### src/core/bsc_pkg.sv
package bsc_pkg;

  // ---------------------------------------------------------------
  // timing
  // ---------------------------------------------------------------
  localparam int CLK_HZ         = 25_000_000;
  localparam int CLK_NS         = 40;
  localparam int MAX_ERPM       = 100_000;
  localparam int SECTORS        = 6;
  // shortest sector at top speed, in clock cycles (2500)
  localparam int MIN_SECTOR_CYC = CLK_HZ * 60 / (MAX_ERPM * SECTORS);
  localparam int BLANK_NS       = 2000;
  localparam int BLANK_CYC      = (BLANK_NS + CLK_NS - 1) / CLK_NS;
  localparam int TIMEOUT_MS     = 40;
  localparam int TIMEOUT_CYC    = CLK_HZ / 1000 * TIMEOUT_MS;
  localparam int CNT_W          = 21;
  localparam int DUTY_W         = 8;

  // ---------------------------------------------------------------
  // sector reset value and last sector
  // ---------------------------------------------------------------
  localparam logic [2:0] SECTOR_RST = 3'h0;
  localparam logic [2:0] SECTOR_MAX = 3'h5;

  // lead 0 red, lead 1 green, lead 2 blue
  typedef struct packed {
    logic [2:0] hs;
    logic [2:0] ls;
  } bsc_bridge_t;

  typedef struct packed {
    logic       valid;
    logic [2:0] sector;
  } bsc_hall_t;

  localparam bsc_bridge_t BRIDGE_OFF = '{hs: 3'h0, ls: 3'h0};

  // high side carries the pwm, low side is held on for the whole sector
  function automatic bsc_bridge_t pattern(input logic [2:0] s, input logic pwm);
    bsc_bridge_t b;
    b = BRIDGE_OFF;
    unique case (s)
      3'h0:    begin b.hs = 3'h1; b.ls = 3'h2; end
      3'h1:    begin b.hs = 3'h1; b.ls = 3'h4; end
      3'h2:    begin b.hs = 3'h2; b.ls = 3'h4; end
      3'h3:    begin b.hs = 3'h2; b.ls = 3'h1; end
      3'h4:    begin b.hs = 3'h4; b.ls = 3'h1; end
      3'h5:    begin b.hs = 3'h4; b.ls = 3'h2; end
      default: b = BRIDGE_OFF;
    endcase
    if (!pwm)
    begin
      b.hs = 3'h0;
    end
    return b;
  endfunction

  // hall bit 0 = sensor a, bit 1 = b, bit 2 = c; 000 and 111 decode invalid
  function automatic bsc_hall_t decode(input logic [2:0] h);
    bsc_hall_t d;
    d.valid = 1'b1;
    unique case (h)
      3'h5:    d.sector = 3'h0;
      3'h1:    d.sector = 3'h1;
      3'h3:    d.sector = 3'h2;
      3'h2:    d.sector = 3'h3;
      3'h6:    d.sector = 3'h4;
      3'h4:    d.sector = 3'h5;
      default: begin d.sector = 3'h0; d.valid = 1'b0; end
    endcase
    return d;
  endfunction

  // undriven lead as a one-hot mask
  function automatic logic [2:0] float_lead(input logic [2:0] s);
    bsc_bridge_t b;
    b = pattern(s, 1'b1);
    return ~(b.hs | b.ls);
  endfunction

endpackage

### src/core/bsc_commutator.sv
`timescale 1ns/1ps
module bsc_commutator #(
  parameter int TIMEOUT_CYC = bsc_pkg::TIMEOUT_CYC,
  parameter int CW          = bsc_pkg::CNT_W,
  parameter int DW          = bsc_pkg::DUTY_W
) (
  // clock and reset
  input  wire logic          mclk_i,
  input  wire logic          nrst_i,
  input  wire logic          ce_i,
  // control
  input  wire logic          enable_i,
  input  wire logic          sensorless_i,
  input  wire logic [DW-1:0] duty_i,
  // position inputs
  input  wire logic [2:0]    hall_i,
  input  wire logic [2:0]    bemf_cmp_i,
  // bridge and status
  output bsc_pkg::bsc_bridge_t bridge_o,
  output logic [2:0]         sector_o,
  output logic               running_o,
  output logic               zc_o
);

  typedef enum logic [0:0] {ST_IDLE, ST_RUN} bsc_state_t;

  // ---------------------------------------------------------------
  // pwm source
  // ---------------------------------------------------------------
  logic pwm;

  bsc_pwm #(.W(DW)) u_pwm (
    .mclk_i (mclk_i),
    .nrst_i (nrst_i),
    .ce_i   (ce_i),
    .duty_i (duty_i),
    .pwm_o  (pwm)
  );

  // ---------------------------------------------------------------
  // sequencer
  // ---------------------------------------------------------------
  bsc_state_t          state;
  bsc_state_t          next_state;
  logic [2:0]          hall_q;
  logic [2:0]          next_sector;
  logic                next_running;
  logic                next_zc;
  bsc_pkg::bsc_bridge_t next_bridge;
  logic [CW-1:0]       period_cnt;
  logic [CW-1:0]       next_period_cnt;
  logic [CW-1:0]       period_last;
  logic [CW-1:0]       next_period_last;
  logic [CW-1:0]       delay_cnt;
  logic [CW-1:0]       next_delay_cnt;
  logic                delay_act;
  logic                next_delay_act;
  logic                armed;
  logic                next_armed;
  bsc_pkg::bsc_hall_t  hd;
  logic                flt_cmp;
  logic                target;
  logic                commutate;
  logic [2:0]          sector_inc;

  always_comb
  begin
    hd               = bsc_pkg::decode(hall_q);
    // sectors 0, 2, 4 see a falling floating lead, sectors 1, 3, 5 a rising one
    target           = sector_o[0];
    flt_cmp          = |(bemf_cmp_i & bsc_pkg::float_lead(sector_o));
    sector_inc       = (sector_o == bsc_pkg::SECTOR_MAX) ? bsc_pkg::SECTOR_RST
                                                         : sector_o + 3'h1;
    next_state       = state;
    next_sector      = sector_o;
    next_zc          = 1'b0;
    next_period_cnt  = period_cnt;
    next_period_last = period_last;
    next_delay_cnt   = delay_cnt;
    next_delay_act   = delay_act;
    next_armed       = armed;
    commutate        = 1'b0;
    unique case (state)
      ST_IDLE:
      begin
        next_sector     = bsc_pkg::SECTOR_RST;
        next_period_cnt = '0;
        next_delay_act  = 1'b0;
        next_armed      = 1'b0;
        if (enable_i)
        begin
          next_state = ST_RUN;
          if (!sensorless_i && hd.valid)
          begin
            next_sector = hd.sector;
          end
        end
      end
      ST_RUN:
      begin
        if (!enable_i)
        begin
          next_state = ST_IDLE;
        end
        else if (!sensorless_i)
        begin
          // invalid codes leave the sector untouched
          if (hd.valid)
          begin
            next_sector = hd.sector;
          end
        end
        else
        begin
          next_period_cnt = period_cnt + CW'(1);
          // blanking skips the demagnetising spike after each commutation
          if (period_cnt == CW'(bsc_pkg::BLANK_CYC) && flt_cmp != target)
          begin
            next_armed = 1'b1;
          end
          // a crossing in the timeout cycle is dropped: the forced step wins
          if (armed && !delay_act && flt_cmp == target
              && period_cnt != CW'(TIMEOUT_CYC - 1))
          begin
            // half a 60-degree sector is 30 degrees
            next_zc        = 1'b1;
            next_armed     = 1'b0;
            next_delay_act = 1'b1;
            next_delay_cnt = (period_last >> 1) | CW'(1);
          end
          if (delay_act)
          begin
            next_delay_cnt = delay_cnt - CW'(1);
            commutate      = (delay_cnt == CW'(1));
          end
          // no step by the timeout cycle, even with a zero-cross delay still running: step anyway so a stalled rotor is retried
          if (period_cnt == CW'(TIMEOUT_CYC - 1))
          begin
            commutate = 1'b1;
          end
          if (commutate)
          begin
            next_sector      = sector_inc;
            next_period_last = period_cnt + CW'(1);
            next_period_cnt  = '0;
            next_delay_act   = 1'b0;
            next_armed       = 1'b0;
          end
        end
      end
    endcase
    next_running = (next_state == ST_RUN);
    next_bridge  = (state == ST_RUN) ? bsc_pkg::pattern(sector_o, pwm)
                                     : bsc_pkg::BRIDGE_OFF;
  end

  always_ff @(posedge mclk_i or negedge nrst_i)
  begin
    if (!nrst_i)
    begin
      state       <= ST_IDLE;
      hall_q      <= 3'h0;
      sector_o    <= bsc_pkg::SECTOR_RST;
      running_o   <= 1'b0;
      zc_o        <= 1'b0;
      bridge_o    <= bsc_pkg::BRIDGE_OFF;
      period_cnt  <= '0;
      period_last <= CW'(TIMEOUT_CYC);
      delay_cnt   <= '0;
      delay_act   <= 1'b0;
      armed       <= 1'b0;
    end
    else if (ce_i)
    begin
      state       <= next_state;
      hall_q      <= hall_i;
      sector_o    <= next_sector;
      running_o   <= next_running;
      zc_o        <= next_zc;
      bridge_o    <= next_bridge;
      period_cnt  <= next_period_cnt;
      period_last <= next_period_last;
      delay_cnt   <= next_delay_cnt;
      delay_act   <= next_delay_act;
      armed       <= next_armed;
    end
  end
endmodule

### src/core/bsc_pwm.sv
`timescale 1ns/1ps
module bsc_pwm #(
  parameter int W = 8
) (
  // clock and reset
  input  wire logic         mclk_i,
  input  wire logic         nrst_i,
  input  wire logic         ce_i,
  // duty
  input  wire logic [W-1:0] duty_i,
  output logic              pwm_o
);

  logic [W-1:0] cnt;
  logic [W-1:0] next_cnt;
  logic         next_pwm;

  always_comb
  begin
    next_cnt = cnt + W'(1);
    next_pwm = (cnt < duty_i);
  end

  always_ff @(posedge mclk_i or negedge nrst_i)
  begin
    if (!nrst_i)
    begin
      cnt   <= '0;
      pwm_o <= 1'b0;
    end
    else if (ce_i)
    begin
      cnt   <= next_cnt;
      pwm_o <= next_pwm;
    end
  end

endmodule

### config.mk
export PLATFORM = sky130hd
export DESIGN_NAME = bsc_commutator
export DESIGN_NICKNAME = d
export VERILOG_FILES = /design/src/core/bsc_pkg.sv /design/src/core/bsc_commutator.sv /design/src/core/bsc_pwm.sv
export SDC_FILE = /design/constraint.sdc
export NUM_CORES = 1
export LEC_CHECK = 0
export ABC_AREA = 1
export BUFFER_PORTS_ARGS = -buffer_cell sky130_fd_sc_hd__buf_4
export CORE_AREA = 2 2 94 96
export CTS_CLUSTER_DIAMETER = 150
export DETAILED_ROUTE_END_ITERATION = 7
export DIE_AREA = 0 0 96 98
export PLACE_DENSITY_LB_ADDON = 0.25
export SLEW_MARGIN = 20
export SYNTH_ARGS = -nofsm -noshare
export SYNTH_HDL_FRONTEND = slang
export SYNTH_HIERARCHICAL = 1
export SYNTH_SLANG_ARGS = --single-unit
### constraint.sdc
create_clock -name mclk_i -period 2.6 [get_ports mclk_i]
set_clock_uncertainty 0.2 [all_clocks]
set_input_delay 0.26 -clock mclk_i [delete_from_list [all_inputs] [get_ports mclk_i]]
set_output_delay 0.26 -clock mclk_i [all_outputs]
set_load 0.1 [all_outputs]
==> summary.txt <==
FF/Latch Area - 0.00216 mm2
Flop-to-flop setup slack - 300 ps
GRT overflow - 0
Initial antenna violation count - 0
Diode count - 0
Synth warn - 6
WS Path Type - reg2reg
Die area - 0.00941 mm2
Max_slew headroom - 59.9%
H-tree depth - 3
First-pass GRT wire length - 20300 um
Setup crit start kind - flop
CTS tree - yes
Routed len/inst - 14.0 um
HPWL Detailed - 8360 um
Seq pwr share - 42.8%
CTS resizes - 0
Switching power - 1.38 mW
Fin cells - 845
Final setup fails - 0
Die width - 96 um
Multi-input gate area - 0.00246 mm2
Detailed Route WL - 11800 um
Hold depth - 2
Layout cells sized above 1 - 9.77%
Worst skew pair latency - 360 ps
Global-route usage over all layers - 27.0%
Starting Density - 59.7%
Most common cell in the netlist - nand2_1
Fill count - 732
CTS Hold Bufs - 5
Synth Flop Type - dfrtp_1
Final period util - 88.6%
WP data required - 2700 ps
EDFF count, synth - 0
Arrival time at the worst endpoint - 2400 ps
Worst-path clk slew - 90 ps
Internal power - 2.36 mW
DR vias - 4705
Drt drc - 0
Clock network fraction of design power - 27.1%
Hold Crit Start - ce_i
Max-slew violations - 0
Sw frac - 36.8%
PD cells - 663 mW/mm2
Max rail drop VDD - 0.000371 V
Synth cell count leaders - nand2_1 (219), inv_1 (87), dfrtp_1 (79)
Fmax - 434 MHz
Largest net degree at the start of global routing - 48
Hold Crit Class - in2reg
Ports - 30
DIE HEIGHT - 98 um
Avg Vias per Cell - 5.57
Setup TNS - 0 ps
Setup Fix Bufs, Post-CTS - 0
DR iter-0 viols - 351
Setup crit end kind - flop
Crit-path most repeated cell - nand2_1
Clock sink total - 86
Seq/Total Area, Yosys - 42.8%
R2r startpoint - sector_o[1]
Critical path, cell by cell - nand2_1, inv_1, ha_1, inv_1, nand2_1, inv_1, nand3_1, nand3_1, nand2_1, nand2_2, nand3_4, nand2_2, nand2_1, nand2_1
FF-to-FF End - delay_cnt[8]
Area share of the leading cell type in the synthesized netlist - 39.1%
Max stage delay on crit path - 500 ps
RSZ-0062 raised after global routing - false
Yosys reg bits - 86
Final hold violation count - 0
Max_cap viols - 0
# port buffers - 29
Area growth syn-to-layout - 11.7%
Antenna-violating nets left - 0
Cell taking the most area after synthesis - dfrtp_1
Vias in the first global route - 4574
Crit-path slowest cell - dfrtp_1
Status - finished, final reports clean
Syn nets - 731
Unique cell type count in the Yosys netlist - 33
FFs w/ async S/R, synth - 100%
Placeable Area - 0.00847 mm2
Slew @ Worst Pin - 601 ps
Gate Count Post-Synth - 699
Combinational share of power - 30.1%
Row count - 34
Critical-path maximum fanout - 21
Bufs on Longest Clock Path - 2
Top cells by area, synth - dfrtp_1 (39%), nand2_1 (16%), inv_1 (6.5%), nand3_1 (6.2%), o21ai_0 (5.4%)
Placed cells - 824
Nets - 764
DRT Pass-1 Iters - 5
Period minus WS final - 2300 ps
CTS buffer count - 9
R2R cell count - 14
Synth Cell Area - 0.00505 mm2
Syn_area_per_cell - 7.22 um2
Gpl congestion - 0.977
CTS root buffer - clkbuf_8
Leak - 2.95 nW
Hold endpoint - u_pwm/cnt[0]
-- power groups by stage --
stage                     logic (mW)  registers, mW  clock network (mW)
after CTS                       1.13           1.60                1.03
after global placement          1.08           1.62                   0
after detailed placement        1.11           1.63                   0
after global routing            1.27           1.62                1.10
after floorplan                0.711           1.75                   0
final                           1.12           1.60                1.01
-- critical path: cells and delay by family, from the launching register on --
kind / cells / cell delay (ps)
buffers and inverters: 3 / 210
and+or+nand+nor: 10 / 1150
DFF: 1 / 500
adders and majority gates: 1 / 170
-- sequential cells by signal, summed over array words and instances (netlist names) --
name         count
period_last     19
u_pwm/cnt        8
delay_act        1
bridge_o         6
u_pwm/pwm_o      1
delay_cnt       21
zc_o             1
armed            1
sector_o         3
period_cnt      21
hall_q           3
state            1
-- cell families after synthesis --
group / Yosys count / share of synthesized area (%)
and+or+nand+nor: 381 / 32.0
buffers and inverters: 108 / 8.50
AOI/OAI and AO/OA: 88 / 9.46
DFF: 86 / 42.8
xor gates and xnor gates: 23 / 3.99
adders and majority gates: 13 / 3.22
-- per-stage QoR --
step                      utilization (%)  power [mW]  worst slack (ps)  cell area, um2  hold WS, ps
after floorplan                         -        2.46              49.4            5050         -236
after global placement               63.5        2.70               425            5370         81.3
after detailed placement             63.5        2.74               352            5370         91.6
after CTS                            66.6        3.76               311            5640         9.87
after global routing                 66.6        4.00              81.3            5640         16.4
final                                66.6        3.74               296            5640         18.3
-- worst max path at each step --
stage                             from       endpoint  slack (ps)  cells past startpoint
final                      sector_o[1]   delay_cnt[8]         300                     14
after global routing       sector_o[1]   delay_cnt[8]          80                     14
after CTS                 delay_cnt[0]  delay_cnt[18]         310                     11
after detailed placement  delay_cnt[0]  delay_cnt[18]         350                     11
after global placement    delay_cnt[0]  delay_cnt[18]         420                     11
after floorplan            sector_o[1]  delay_cnt[20]          50                     14
-- final cells by class --
cell class              instances  area share (%)
clock buffers                  12            2.93
well taps                     108            2.40
inverters                      89            5.92
flip-flops and latches         86            38.3
clock inverters                 4           0.931
repair buffers                 41            5.90
multi-input cells             505            43.6
-- per-layer routing --
| layer | share of wire (%) | track usage (%) | vias to the layer above |
|---|---|---|---|
| met1 | 45 | 36.4 | 2212 |
| met5 | 0 | 0 | - |
| met2 | 48 | 44.3 | 159 |
| li1 | - | - | 2305 |
| met3 | 5.5 | 4.63 | 29 |
| met4 | 2.0 | 8.02 | 0 |
-- cell usage in the layout (no fill, tap or decap), types with 2 or more instances in the layout --
cell type      count
dlygate4sd3_1      5
inv_1             87
nor2_1            62
nor3_2             2
nand3b_1           2
o31ai_1            3
nand2_2            3
inv_2              2
clkbuf_8          12
xnor2_1            3
a21oi_1           10
o211ai_1           2
o21ai_0           54
a31oi_1            3
nor2_2             3
xor2_1            20
dfstp_2            7
nand4_1           13
nand3_1           63
nor3_1            10
dfrtp_1           78
nand2_1          219
buf_4             35
ha_1              13
o22ai_1           13
No activity file was read; power rests on OpenSTA's default activity.
